[src/hw/rfap_pkg.sv]
// shared constants for the rf input / attenuation panel controller
package rfap_pkg;
  // ******************************************
  // clock and times
  // ******************************************
  localparam int CLK_HZ   = 10_000_000;
  localparam int HOLD_MS  = 500;   // hold time before auto-repeat
  localparam int RPT_MS   = 100;   // auto-repeat period
  localparam int AR_MS    = 20;    // autorange settle between steps
  localparam int BEEP_MS  = 200;   // audible indicator length
  localparam int FLASH_MS = 50;    // least visible overload flash
  localparam int TONE_HZ  = 2000;  // beep tone into headphones
  localparam int HOLD_CYC  = HOLD_MS * (CLK_HZ / 1000);
  localparam int RPT_CYC   = RPT_MS * (CLK_HZ / 1000);
  localparam int AR_CYC    = AR_MS * (CLK_HZ / 1000);
  localparam int BEEP_CYC  = BEEP_MS * (CLK_HZ / 1000);
  localparam int FLASH_CYC = FLASH_MS * (CLK_HZ / 1000);
  localparam int TONE_HALF = CLK_HZ / (2 * TONE_HZ);
  // ******************************************
  // attenuation and input
  // ******************************************
  localparam logic [2:0] ATT_MAX     = 3'h7;
  localparam logic [2:0] ATT_RST     = 3'h2;   // 20 dB at power up
  localparam logic [6:0] ATT_STEP_DB = 7'h0A;
  localparam logic       IN_RST      = 1'b0;   // 0 = input 1
  // ******************************************
  // register map
  // ******************************************
  localparam logic [7:0] REG_CTRL  = 8'h00;
  localparam logic [7:0] REG_ATT   = 8'h04;
  localparam logic [7:0] REG_INSEL = 8'h08;
  localparam logic [7:0] REG_DC    = 8'h0C;
  localparam logic [7:0] REG_STAT  = 8'h10;
  localparam int CTRL_REMOTE = 0;
  localparam int CTRL_AR     = 1;
  localparam int CTRL_MDC    = 2;
  // ******************************************
  // synchronised pin positions
  // ******************************************
  localparam int PIN_UP  = 0;
  localparam int PIN_DN  = 1;
  localparam int PIN_IN1 = 2;
  localparam int PIN_IN2 = 3;
  localparam int PIN_FEO = 4;
  localparam int PIN_FEU = 5;
  localparam int PIN_DCO = 6;
  localparam int PIN_DCU = 7;
  localparam int PIN_BEO = 8;
  localparam int PIN_UNL = 9;
  localparam int PIN_FLT = 10;
  localparam int PIN_N   = 11;
  // ******************************************
  // display characters
  // ******************************************
  localparam logic [7:0] CH_SP = 8'h20;
  localparam logic [7:0] CH_0  = 8'h30;
  localparam logic [7:0] CH_D  = 8'h64;
  localparam logic [7:0] CH_B  = 8'h42;
  localparam logic [7:0] CH_LP = 8'h28;
  localparam logic [7:0] CH_RP = 8'h29;
endpackage

[src/hw/rfap_ctrl.sv]
// rf input selection and input attenuation panel controller
// What this block does
// RULE_01 - attenuation has eight settings, 0-70 dB
// RULE_02 - up arrow adds 10 dB, down removes
// RULE_03 - down at 0 dB stays, beeps
// RULE_04 - up at 70 dB stays, beeps
// RULE_05 - held arrow auto-repeats after delay
// RULE_06 - display shows value then dB
// RULE_07 - autorange ignores arrows, follows overload/underload
// RULE_08 - autorange shows parentheses, lights indicator
// RULE_09 - remote: bus sets attenuation, buttons ignored
// RULE_10 - leaving remote keeps last attenuation
// RULE_11 - downconverter: own fixed, arrows steer downconverter
// RULE_12 - downconverter autorange steers downconverter attenuation
// RULE_13 - input button selects, one led lit
// RULE_14 - remote: bus selects input, leds follow
// RULE_15 - downconverter forces input 1, buttons steer downconverter
// RULE_16 - leaving downconverter restores earlier input
// RULE_17 - leaving remote keeps remote input choice
// RULE_18 - limits, errors, faults sound piezo and tone
// RULE_19 - bandwidth flag when freq below twice bandwidth
// RULE_20 - gap flag when step exceeds bandwidth
// RULE_21 - overload flags flash short, stay sustained
// RULE_22 - unlock flag follows synthesizer lock loss
// RULE_23 - attenuation held as three-bit step index
`timescale 1ns/1ps
module rfap_ctrl #(
  parameter int unsigned      HOLD_CYC  = rfap_pkg::HOLD_CYC,
  parameter int unsigned      RPT_CYC   = rfap_pkg::RPT_CYC,
  parameter int unsigned      AR_CYC    = rfap_pkg::AR_CYC,
  parameter int unsigned      BEEP_CYC  = rfap_pkg::BEEP_CYC,
  parameter int unsigned      FLASH_CYC = rfap_pkg::FLASH_CYC,
  parameter logic      [2:0]  MDC_ATT   = 3'h0,
  parameter int               FW        = 32
) (
  input  wire logic          sys_clk,
  input  wire logic          rst_b,
  input  wire logic [7:0]    addr,
  input  wire logic [31:0]   wr_data,
  input  wire logic          wr_stb,
  input  wire logic          rd_stb,
  output logic      [31:0]   rd_data,
  input  wire logic          btn_att_up,
  input  wire logic          btn_att_dn,
  input  wire logic          btn_in1,
  input  wire logic          btn_in2,
  input  wire logic          fe_overload,
  input  wire logic          fe_underload,
  input  wire logic          dc_overload,
  input  wire logic          dc_underload,
  input  wire logic          be_overload,
  input  wire logic          lo_unlock,
  input  wire logic          hw_fault,
  input  wire logic          tune_below_1g,
  input  wire logic [FW-1:0] tuned_freq,
  input  wire logic [FW-1:0] if_bw,
  input  wire logic [FW-1:0] tune_step,
  output logic      [2:0]    att_idx,
  output logic      [6:0]    att_db,
  output logic      [31:0]   att_disp,
  output logic               autorange_led,
  output logic               in1_led,
  output logic               in2_led,
  output logic               rf_in2_sel,
  output logic      [2:0]    dc_att_idx,
  output logic               dc_in2_sel,
  output logic               beep_piezo,
  output logic               beep_audio,
  output logic               front_end_overload_flag,
  output logic               back_end_overload_flag,
  output logic               unlock_flag,
  output logic               bandwidth_limit_flag,
  output logic               coverage_gap_flag
);

  // ****************************************
  // helpers
  // ****************************************
  // saturating step of the index
  function automatic logic [2:0] rfap_step(input logic [2:0] v, input logic up);
    if (up)
      rfap_step = (v == rfap_pkg::ATT_MAX) ? v : v + 3'h1;
    else
      rfap_step = (v == 3'h0) ? v : v - 3'h1;
  endfunction

  function automatic logic rfap_at_lim(input logic [2:0] v, input logic up);
    rfap_at_lim = up ? (v == rfap_pkg::ATT_MAX) : (v == 3'h0);
  endfunction

  // ****************************************
  // pin synchronisers
  // ****************************************
  logic [rfap_pkg::PIN_N-1:0] s1_q, s2_q, p_q;
  wire logic [rfap_pkg::PIN_N-1:0] pins = {hw_fault, lo_unlock, be_overload,
    dc_underload, dc_overload, fe_underload, fe_overload, btn_in2, btn_in1,
    btn_att_dn, btn_att_up};

  // two flops, then a third copy for edges
  always_ff @(posedge sys_clk or negedge rst_b) begin
    if (!rst_b) begin
      s1_q <= '0;
      s2_q <= '0;
      p_q  <= '0;
    end else begin
      s1_q <= pins;
      s2_q <= s1_q;
      p_q  <= s2_q;
    end
  end

  wire logic [rfap_pkg::PIN_N-1:0] rise = s2_q & ~p_q;
  wire logic up_s = s2_q[rfap_pkg::PIN_UP];
  wire logic dn_s = s2_q[rfap_pkg::PIN_DN];

  // ****************************************
  // mode register
  // ****************************************
  logic remote_q, ar_en_q, mdc_q, mdc_d;
  wire logic wr_ctrl = wr_stb && addr == rfap_pkg::REG_CTRL;
  wire logic wr_att  = wr_stb && addr == rfap_pkg::REG_ATT;
  wire logic wr_in   = wr_stb && addr == rfap_pkg::REG_INSEL;
  wire logic ar_eff  = ar_en_q && !remote_q;  // no autorange in remote [RULE_09]

  // tuning under 1 GHz ends downconverter mode and wins over a set
  always_comb begin
    mdc_d = mdc_q;
    if (wr_ctrl)
      mdc_d = wr_data[rfap_pkg::CTRL_MDC];
    if (tune_below_1g)
      mdc_d = 1'b0;  // [RULE_16]
  end

  always_ff @(posedge sys_clk or negedge rst_b) begin
    if (!rst_b) begin
      remote_q <= 1'b0;
      ar_en_q  <= 1'b0;
      mdc_q    <= 1'b0;
    end else begin
      mdc_q <= mdc_d;
      if (wr_ctrl) begin
        remote_q <= wr_data[rfap_pkg::CTRL_REMOTE];
        ar_en_q  <= wr_data[rfap_pkg::CTRL_AR];
      end
    end
  end

  // ****************************************
  // arrow auto-repeat
  // ****************************************
  logic [31:0] rpt_q;
  logic        held_p_q;
  wire logic held = up_s ^ dn_s;  // both at once means neither
  wire logic rpt_hit = rpt_q == 32'(HOLD_CYC - 1);
  wire logic step_tick = held && (!held_p_q || rpt_hit);  // [RULE_05]

  // first step on press, next after hold, then every repeat period
  always_ff @(posedge sys_clk or negedge rst_b) begin
    if (!rst_b) begin
      rpt_q    <= '0;
      held_p_q <= 1'b0;
    end else begin
      held_p_q <= held;
      if (!held)
        rpt_q <= '0;
      else if (rpt_hit)
        rpt_q <= 32'(HOLD_CYC - RPT_CYC);  // [RULE_05]
      else
        rpt_q <= rpt_q + 32'h1;
    end
  end

  // ****************************************
  // autorange pacing
  // ****************************************
  logic [31:0] ar_q;
  wire logic ar_tick = ar_eff && ar_q == 32'(AR_CYC - 1);

  // settle time so one overload does not run the attenuator to the end
  always_ff @(posedge sys_clk or negedge rst_b) begin
    if (!rst_b)
      ar_q <= '0;
    else if (!ar_eff || ar_tick)
      ar_q <= '0;
    else
      ar_q <= ar_q + 32'h1;
  end

  // ****************************************
  // attenuation
  // ****************************************
  logic [2:0] att_q, dc_att_q;
  wire logic  man_ok  = step_tick && !remote_q && !ar_eff;  // [RULE_07]
  wire logic  att_bad = wr_att && remote_q && wr_data[3];
  wire logic  lim_hit = man_ok && rfap_at_lim(mdc_q ? dc_att_q : att_q, up_s);

  // own setting; frozen in downconverter mode except for bus writes in remote
  always_ff @(posedge sys_clk or negedge rst_b) begin
    if (!rst_b)
      att_q <= rfap_pkg::ATT_RST;
    else if (remote_q) begin
      if (wr_att && !wr_data[3])
        att_q <= wr_data[2:0];  // [RULE_09] [RULE_23]
    end else if (!mdc_q) begin
      if (ar_tick && s2_q[rfap_pkg::PIN_FEO])
        att_q <= rfap_step(att_q, 1'b1);  // [RULE_07]
      else if (ar_tick && s2_q[rfap_pkg::PIN_FEU])
        att_q <= rfap_step(att_q, 1'b0);  // [RULE_07]
      else if (man_ok)
        att_q <= rfap_step(att_q, up_s);  // [RULE_02] [RULE_03] [RULE_04] [RULE_10]
    end
  end

  // downconverter setting, steered only in downconverter mode
  always_ff @(posedge sys_clk or negedge rst_b) begin
    if (!rst_b)
      dc_att_q <= rfap_pkg::ATT_RST;
    else if (mdc_q && !remote_q) begin
      if (ar_tick && s2_q[rfap_pkg::PIN_DCO])
        dc_att_q <= rfap_step(dc_att_q, 1'b1);  // [RULE_12]
      else if (ar_tick && s2_q[rfap_pkg::PIN_DCU])
        dc_att_q <= rfap_step(dc_att_q, 1'b0);  // [RULE_12]
      else if (man_ok)
        dc_att_q <= rfap_step(dc_att_q, up_s);  // [RULE_11]
    end
  end

  wire logic [2:0] att_eff = mdc_q ? MDC_ATT : att_q;  // [RULE_11]

  // ****************************************
  // input selection
  // ****************************************
  logic in_q, saved_q, dc_in_q;

  always_ff @(posedge sys_clk or negedge rst_b) begin
    if (!rst_b) begin
      in_q    <= rfap_pkg::IN_RST;
      saved_q <= rfap_pkg::IN_RST;
    end else begin
      if (!mdc_q && mdc_d)
        saved_q <= in_q;
      if (mdc_q && !mdc_d)
        in_q <= saved_q;  // [RULE_16]
      else if (remote_q) begin
        if (wr_in)
          in_q <= wr_data[0];  // [RULE_14] [RULE_17]
      end else if (!mdc_q) begin
        if (rise[rfap_pkg::PIN_IN1])
          in_q <= 1'b0;  // [RULE_13]
        else if (rise[rfap_pkg::PIN_IN2])
          in_q <= 1'b1;  // [RULE_13]
      end
    end
  end

  // buttons pick the downconverter input instead
  always_ff @(posedge sys_clk or negedge rst_b) begin
    if (!rst_b)
      dc_in_q <= 1'b0;
    else if (mdc_q && !remote_q) begin
      if (rise[rfap_pkg::PIN_IN1])
        dc_in_q <= 1'b0;  // [RULE_15]
      else if (rise[rfap_pkg::PIN_IN2])
        dc_in_q <= 1'b1;  // [RULE_15]
    end
  end

  // ****************************************
  // audible indicator
  // ****************************************
  logic [31:0] beep_q;
  logic [15:0] tone_q;
  logic        tone_lvl_q;
  wire logic beep_req = lim_hit || att_bad || rise[rfap_pkg::PIN_FLT];  // [RULE_18]

  always_ff @(posedge sys_clk or negedge rst_b) begin
    if (!rst_b)
      beep_q <= '0;
    else if (beep_req)
      beep_q <= 32'(BEEP_CYC);  // [RULE_03] [RULE_04] [RULE_18]
    else if (beep_q != 32'h0)
      beep_q <= beep_q - 32'h1;
  end

  // square tone for the headphone path
  always_ff @(posedge sys_clk or negedge rst_b) begin
    if (!rst_b) begin
      tone_q     <= '0;
      tone_lvl_q <= 1'b0;
    end else if (tone_q == 16'(rfap_pkg::TONE_HALF - 1)) begin
      tone_q     <= '0;
      tone_lvl_q <= !tone_lvl_q;
    end else
      tone_q <= tone_q + 16'h1;
  end

  // ****************************************
  // status indicators
  // ****************************************
  logic [31:0] fe_str_q, be_str_q;

  // stretch so a one-cycle overload is still seen
  always_ff @(posedge sys_clk or negedge rst_b) begin
    if (!rst_b) begin
      fe_str_q <= '0;
      be_str_q <= '0;
    end else begin
      if (s2_q[rfap_pkg::PIN_FEO])
        fe_str_q <= 32'(FLASH_CYC);  // [RULE_21]
      else if (fe_str_q != 32'h0)
        fe_str_q <= fe_str_q - 32'h1;
      if (s2_q[rfap_pkg::PIN_BEO])
        be_str_q <= 32'(FLASH_CYC);  // [RULE_21]
      else if (be_str_q != 32'h0)
        be_str_q <= be_str_q - 32'h1;
    end
  end

  always_ff @(posedge sys_clk or negedge rst_b) begin
    if (!rst_b) begin
      front_end_overload_flag <= 1'b0;
      back_end_overload_flag  <= 1'b0;
      unlock_flag             <= 1'b0;
      bandwidth_limit_flag    <= 1'b0;
      coverage_gap_flag       <= 1'b0;
    end else begin
      front_end_overload_flag <= s2_q[rfap_pkg::PIN_FEO] || fe_str_q != 32'h0;  // [RULE_21]
      back_end_overload_flag  <= s2_q[rfap_pkg::PIN_BEO] || be_str_q != 32'h0;  // [RULE_21]
      unlock_flag             <= s2_q[rfap_pkg::PIN_UNL];  // [RULE_22]
      bandwidth_limit_flag    <= {1'b0, tuned_freq} < {if_bw, 1'b0};  // [RULE_19]
      coverage_gap_flag       <= tune_step > if_bw;  // [RULE_20]
    end
  end

  // ****************************************
  // outputs and display
  // ****************************************
  logic [7:0] tens;
  always_comb begin
    tens = (att_eff == 3'h0) ? rfap_pkg::CH_SP : rfap_pkg::CH_0 + {5'h0, att_eff};
  end

  always_ff @(posedge sys_clk or negedge rst_b) begin
    if (!rst_b) begin
      att_idx       <= rfap_pkg::ATT_RST;
      att_db        <= '0;
      att_disp      <= {4{rfap_pkg::CH_SP}};
      autorange_led <= 1'b0;
      in1_led       <= 1'b1;
      in2_led       <= 1'b0;
      rf_in2_sel    <= 1'b0;
      dc_att_idx    <= rfap_pkg::ATT_RST;
      dc_in2_sel    <= 1'b0;
      beep_piezo    <= 1'b0;
      beep_audio    <= 1'b0;
    end else begin
      att_idx       <= att_eff;  // [RULE_01] [RULE_23]
      att_db        <= 7'(att_eff * rfap_pkg::ATT_STEP_DB);  // [RULE_23]
      if (ar_eff)
        att_disp <= {rfap_pkg::CH_LP, tens, rfap_pkg::CH_0, rfap_pkg::CH_RP};  // [RULE_08]
      else
        att_disp <= {tens, rfap_pkg::CH_0, rfap_pkg::CH_D, rfap_pkg::CH_B};  // [RULE_06]
      autorange_led <= ar_eff;  // [RULE_08]
      in1_led       <= !(in_q && !mdc_q);  // [RULE_13] [RULE_14]
      in2_led       <= in_q && !mdc_q;
      rf_in2_sel    <= in_q && !mdc_q;  // [RULE_15]
      dc_att_idx    <= dc_att_q;
      dc_in2_sel    <= dc_in_q;
      beep_piezo    <= beep_q != 32'h0;  // [RULE_18]
      beep_audio    <= beep_q != 32'h0 && tone_lvl_q;  // [RULE_18]
    end
  end

  // ****************************************
  // register read port
  // ****************************************
  always_ff @(posedge sys_clk or negedge rst_b) begin
    if (!rst_b)
      rd_data <= '0;
    else if (rd_stb) begin
      unique case (addr)
        rfap_pkg::REG_CTRL:  rd_data <= {29'h0, mdc_q, ar_en_q, remote_q};
        rfap_pkg::REG_ATT:   rd_data <= {29'h0, att_q};
        rfap_pkg::REG_INSEL: rd_data <= {31'h0, in_q};
        rfap_pkg::REG_DC:    rd_data <= {28'h0, dc_in_q, dc_att_q};
        rfap_pkg::REG_STAT:  rd_data <= {25'h0, beep_piezo, ar_eff, unlock_flag,
          coverage_gap_flag, bandwidth_limit_flag, back_end_overload_flag,
          front_end_overload_flag};
        default:             rd_data <= '0;
      endcase
    end else
      rd_data <= '0;
  end
endmodule

[config.mk]
export PLATFORM = sky130hd
export DESIGN_NAME = rfap_ctrl
export DESIGN_NICKNAME = d
export VERILOG_FILES = /design/src/hw/rfap_pkg.sv /design/src/hw/rfap_ctrl.sv
export SDC_FILE = /design/constraint.sdc
export NUM_CORES = 1
export LEC_CHECK = 0
export BUFFER_PORTS_ARGS = -buffer_cell sky130_fd_sc_hd__buf_2
export CAP_MARGIN = 20
export CORE_ASPECT_RATIO = 1.5
export CORE_MARGIN = 10
export CORE_UTILIZATION = 40
export CTS_CLUSTER_SIZE = 12
export DETAILED_ROUTE_END_ITERATION = 10
export PLACE_DENSITY = 0.6
export SYNTH_ARGS = -nofsm -noshare
export SYNTH_HDL_FRONTEND = slang
export SYNTH_SLANG_ARGS = --single-unit
[constraint.sdc]
create_clock -name sys_clk -period 6.6 [get_ports sys_clk]
set_input_delay 0 -clock sys_clk [delete_from_list [all_inputs] [get_ports sys_clk]]
set_output_delay 0 -clock sys_clk [all_outputs]
set_load 0.005 [all_outputs]
After elaboration in Yosys (flattened, before gate mapping)
Index checks and enable logic that the tools add are counted.
Storage, ports and cells
  bits in writable memories: 0
  output and inout port bits: 89
  logic and storage cells: 160
  memories: 0
  bits in read-only memories: 0
  register bits: 310
  input bits: 152
  bits in latches: 0
Cells by class
  shifts and indexed selects: 0
  eq/ne operators: 14
  multipliers: 1
  $add $sub $neg: 11
  multiplexer cells: 40
  magnitude comparators: 2
  reduce and logical (&&, ||, !) cells: 54
  bitwise logic cells: 3
  div/mod/pow operators: 0
Operators with widths (count)
  $mux W32: 11
  $reduce_bool A32 Y1: 3
  $sub A32 B1 Y32 const B: 3
  $add A32 B1 Y32 const B: 2
  $mux W3: 17
  $pmux W7 S5: 1
  $lt A32 B33 Y1: 1
  $eq A32 B18 Y1 const B: 1
  $eq A32 B23 Y1 const B: 1
  $gt A32 B32 Y1: 1
  $logic_and A1 B1 Y1: 21
  $add A16 B1 Y16 const B: 1
  $eq A16 B12 Y1 const B: 1
  $eq A8 B4 Y1 const B: 2
  $mux W16: 1
  $logic_not A3 Y1: 4
  $and A11 B11 Y11: 1
  $not A11 Y11: 1
  $eq A3 B3 Y1 const B: 3
  $mux W1: 9
  $eq A8 B3 Y1 const B: 1
  $eq A8 B5 Y1 const B: 1
  $logic_not A1 Y1: 8
  $logic_not A8 Y1: 1
  other kinds (16): 29

Longest topological paths before layout
  depth in word-level cells: 10
  gate-level depth with buffers: 10
  gate-level depth less buffers: 10

Worst setup path after synthesis
No wires, ideal clock.
  kind: flip-flop to flip-flop
  from: register ar_q[0]
  to: register att_q[0]
  arrival: 2.420 ns
  library setup time: 0.087 ns
  path slack: 4.093 ns
  cell stages (with the launch flop): 10
  period minus slack after synthesis: 2.507 ns
  cells stage by stage: dfrtp_1 > ha_1 > and3_1 > clkbuf_1 > nand4_1 > o41a_1 > nor2_1 > mux2_1 > a31o_1 > a22oi_1
Between the ends
  longest elaborated chain between the ends: 7
  elaborated cells between the ends (all ways): 10
  classes of those cells: eq/ne (1); mux (4); reduce/logical (5)
RTL lines
  start, declared: line rfap_ctrl.sv:176  | logic [31:0] ar_q;
  start signal, assigned: line rfap_ctrl.sv:186  | ar_q <= ar_q + 32'h1;
  $eq A32 B18 Y1 (*): line rfap_ctrl.sv:177  | wire logic ar_tick = ar_eff && ar_q == 32'(AR_CYC - 1);
  $logic_and A1 B1 Y1 (*): line rfap_ctrl.sv:177
  $logic_and A1 B1 Y1: line rfap_ctrl.sv:207  | else if (ar_tick && s2_q[rfap_pkg::PIN_FEU])
  $mux W3: line rfap_ctrl.sv:207
  $mux W3: line rfap_ctrl.sv:205  | if (ar_tick && s2_q[rfap_pkg::PIN_FEO])
  $mux W3: line rfap_ctrl.sv:204  | end else if (!mdc_q) begin
  $mux W3: line rfap_ctrl.sv:201  | else if (remote_q) begin
  end signal, assigned: line rfap_ctrl.sv:203  | att_q <= wr_data[2:0];
  end signal, assigned: line rfap_ctrl.sv:206  | att_q <= rfap_step(att_q, 1'b1);
  end signal, assigned: line rfap_ctrl.sv:208  | att_q <= rfap_step(att_q, 1'b0);
  end, declared: line rfap_ctrl.sv:192  | logic [2:0] att_q, dc_att_q;
Mark *: on every way between the ends. The rest lies on a longest branch, timed or not. The select of a mux whose other input is x is not followed.
A chain may end at the register's enable or synchronous reset.

Worst setup path in the final report
  from: register remote_q
  to: register att_q[2]
Between the ends
  longest elaborated chain between the ends: 8
  elaborated cells between the ends (all ways): 16
  classes of those cells: eq/ne (2); mux (4); reduce/logical (10)
RTL lines
  start, declared: line rfap_ctrl.sv:119  | logic remote_q, ar_en_q, mdc_q, mdc_d;
  start signal, assigned: line rfap_ctrl.sv:142  | remote_q <= wr_data[rfap_pkg::CTRL_REMOTE];
  $logic_not A1 Y1 (*): line rfap_ctrl.sv:123  | wire logic ar_eff = ar_en_q && !remote_q;
  $logic_and A1 B1 Y1 (*): line rfap_ctrl.sv:123
  via ar_eff: line rfap_ctrl.sv:123
  $logic_and A1 B1 Y1: line rfap_ctrl.sv:177
  $logic_and A1 B1 Y1: line rfap_ctrl.sv:207
  $mux W3: line rfap_ctrl.sv:207
  $mux W3: line rfap_ctrl.sv:205
  $mux W3: line rfap_ctrl.sv:204
  $mux W3: line rfap_ctrl.sv:201
Mark *: on every way through the listed nets, which the timed path passes. The rest lies on a longest branch. The select of a mux whose other input is x is not followed.

==> results.toml <==
[outcome]
outcome = "finished, final reports clean"

[die]
die_h_um = 245
ios = 241
start_util_pct = 40.5
placementRows = 82
core_sq_um = 33300
die_w_um = 170
dieArea_sq_um = 41700

[synthesis]
syn_area_sq_um = 13500
ys_async_sr_fraction_pct = 100
yosys_warnings = 0
yosysSeqAreaShare_pct = 47.1
ys_ff_latch = 254
synth_edf_count = 0
yosys_most_used_dff = "dfrtp_1"
synth_cell_types = 78
synth_cells = 1362
avgSynthCellArea_sq_um = 9.92

[route]
highest_layer = "met5"
wirelength_um = 32200
ant_nets = 0
via_per_inst = 5.09
dr_wl_met3_um = 1850
dr_total_vias = 10200
drt-met1-wl_um = 13100
firstDrtPassIters = 4
drt-initial-drc-count = 521
wl_per_cell_um = 16.1
route.detailed.drc = 0
met2_length_um = 16500

[finish]
layout.cells.most_common = "dfrtp_1"
areaGrowthSynthToFinish_pct = 17.3
regArea_sq_um = 6360
final_nets = 1794
finalNonFillerCells = 2003
multi_input_area_sq_um = 6580
drive_above_1_share_pct = 16.2
fillCellCount = 3132
design_area_sq_um = 15900
utilization_pct = 47.5
final_cell_mix = "248 x dfrtp_1, 184 x nor2_1, 169 x buf_2, 87 x nand2_1, 81 x xor2_1"

[grt]
grt_pass1_vias = 11000
grt_max_degree = 158
grt_pass1_wl_um = 53700
grtUsageTotal_pct = 15.5
antenna_found_initial = 2
grt.overflow.total = 0

[clock_tree]
htreeDepth = 1
clockRootBuffer = "clkbuf_16"
cts_buffers = 27
clkSinkCount = 254
clkTransAtPathRegs_ns = 0.06
cts_resized = 0
cts_buffer_depth = 3
insertion_delay_ns = 0.54
cts_tree = "built"

[sta]
setup_violations = 0
finClkSkew_ns = 0.0173
fmax_mhz = 323
fin_crit_ns = 3.10
final_max_slew_viol_count = 0
rsz0062_at_grt = "false"
worst_pin_slew_ns = 0.892
tns_ns = 0
hold_viol = 0
post-route-period-util_pct = 47.0
slew_headroom_pct = 40.5

[setup_path]
worstPathRequired_ns = 7.08
critPathArrivalTime_ns = 3.58
critPathLaunchType = "flop"
cp_max_fo = 14
rr_worst_depth = 10
r2r_slack_ns = 3.50
criticalPathCategory = "reg -> reg"
r2r-end = "att_q[2]"
crit_path_end_kind = "flop"
startpoint = "remote_q"
r2r-start = "remote_q"
endpoint = "att_q[2]"

[placement]
port_buffers = 170
dpl.cell_count = 1920
dp_hpwl_um = 24400
detailed_place.area_sq_um = 14600
gp_congestion = 0.841

[hold_path]
hold_path_class = "in -> reg"

[power_and_ir_drop]
power_density_nw_per_um2 = 239
irDropWorstVdd_uv = 118
p_leak_uw = 0.00720
total_power_uw = 3790

[flow_run]
maxCapViolCount = 0
## power breakdown
group,switching [uW],internal (uW),leakage [uW]
Sequential,81.1,1660,0.00324
Combinational,297,232,0.00352
Clock,609,912,0.000432
Total,987,2800,0.00720
## cell usage after synthesis (11+ instances only)
library cell / count / share of area [%]
xor2_1: 81 / 5.3
and4_1: 11 / 0.71
nor3_1: 34 / 1.3
nand2b_1: 19 / 0.88
and2_1: 13 / 0.60
ha_1: 80 / 7.4
xnor2_1: 70 / 4.5
inv_1: 61 / 1.7
buf_4: 51 / 2.8
or3_1: 20 / 0.93
clkbuf_1: 21 / 0.58
nor4_1: 22 / 1.0
nor4b_1: 11 / 0.71
nand3_1: 50 / 1.9
nand4_1: 32 / 1.5
nor2b_1: 17 / 0.79
nor2_1: 184 / 5.1
or4_1: 18 / 1.0
o21ai_0: 33 / 1.2
nand2_1: 87 / 2.4
and3_1: 20 / 0.93
dfrtp_1: 248 / 46
a21oi_1: 39 / 1.4
a21o_1: 18 / 1.0
## state kept, by name, indices dropped and copies added, names as in the netlist, 3 cells and up
register    count
ar_q           32
be_str_q       32
beep_q         32
fe_str_q       32
rpt_q          32
tone_q         16
att_disp       11
s1_q           11
s2_q           11
rd_data         7
att_db          5
p_q             4
att_idx         3
att_q           3
dc_att_idx      3
dc_att_q        3
## kinds of logic (layout without fill, tap and decap cells)
| group | Yosys count | after routing | synth area share, % |
|---|---|---|---|
| other | 2 | 42 | 0.0556 |
| xor gates and xnor gates | 151 | 151 | 9.79 |
| adders and majority gates | 80 | 80 | 7.41 |
| buffers and inverters | 142 | 323 | 5.40 |
| DFF | 254 | 254 | 47.1 |
| and+or+nand+nor | 580 | 580 | 22.5 |
| AOI/OAI and AO/OA | 144 | 144 | 7.00 |
| muxes | 9 | 9 | 0.732 |
## final cells by class
class                           instances  share of cell area [%]
Antenna cell                            1                  0.0158
Clock buffer                           44                    5.11
Clock inverter                          5                   0.513
Inverter                               65                    1.54
Multi-Input combinational cell       1005                    41.5
Sequential cell                       254                    40.1
Tap cell                              420                    3.31
Timing Repair Buffer                  209                    7.88
## metal layers
| metal | vias up | global-route usage (%) |
|---|---|---|
| met3 | 45 | 3.58 |
| met5 | - | 0 |
| met1 | 4859 | 17.4 |
| li1 | 5032 | - |
| met4 | 2 | 4.92 |
| met2 | 251 | 28.2 |
## critical path: stages (launching register included)
cell and delay [ns]:
dfrtp_1 0.55, inv_2 0.18, nand2_1 0.24, inv_2 0.29
nand4_1 0.19, nor3_1 0.38, o211a_1 0.23, a221o_2 0.18
a2bb2oi_1 0.08, o221ai_1 0.16, dlygate4sd3_1 0.57
## how the worst min path moves through the flow
stage / from / end / slack, ns / cells past startpoint
after global placement: rst_b / fe_str_q[21] / 0.06 / 1
after floorplan: rst_b / ar_en_q / -0.30 / 0
after global routing: addr[2] / rd_data[0] / 0.03 / 4
after CTS: addr[2] / rd_data[0] / 0.01 / 4
final: addr[2] / rd_data[1] / 0.03 / 4
after detailed placement: rst_b / fe_str_q[21] / 0.06 / 1
## metrics by stage
step	hold WS [ns]	worst slack, ns
4_1_cts	0.0107	3.48
5_1_grt	0.0265	3.28
3_3_place_gp	0.0596	3.81
3_5_place_dp	0.0646	3.78
6_report	0.0340	3.50
2_1_floorplan	-0.296	4.09
## what timing repair did
action,CTS,global route
hold endpoints to repair,123,0
hold buffers,33,0
setup buffers,0,0
endpoints found under the setup margin,0,0
Note: power is estimated with default switching activity, not from simulation.
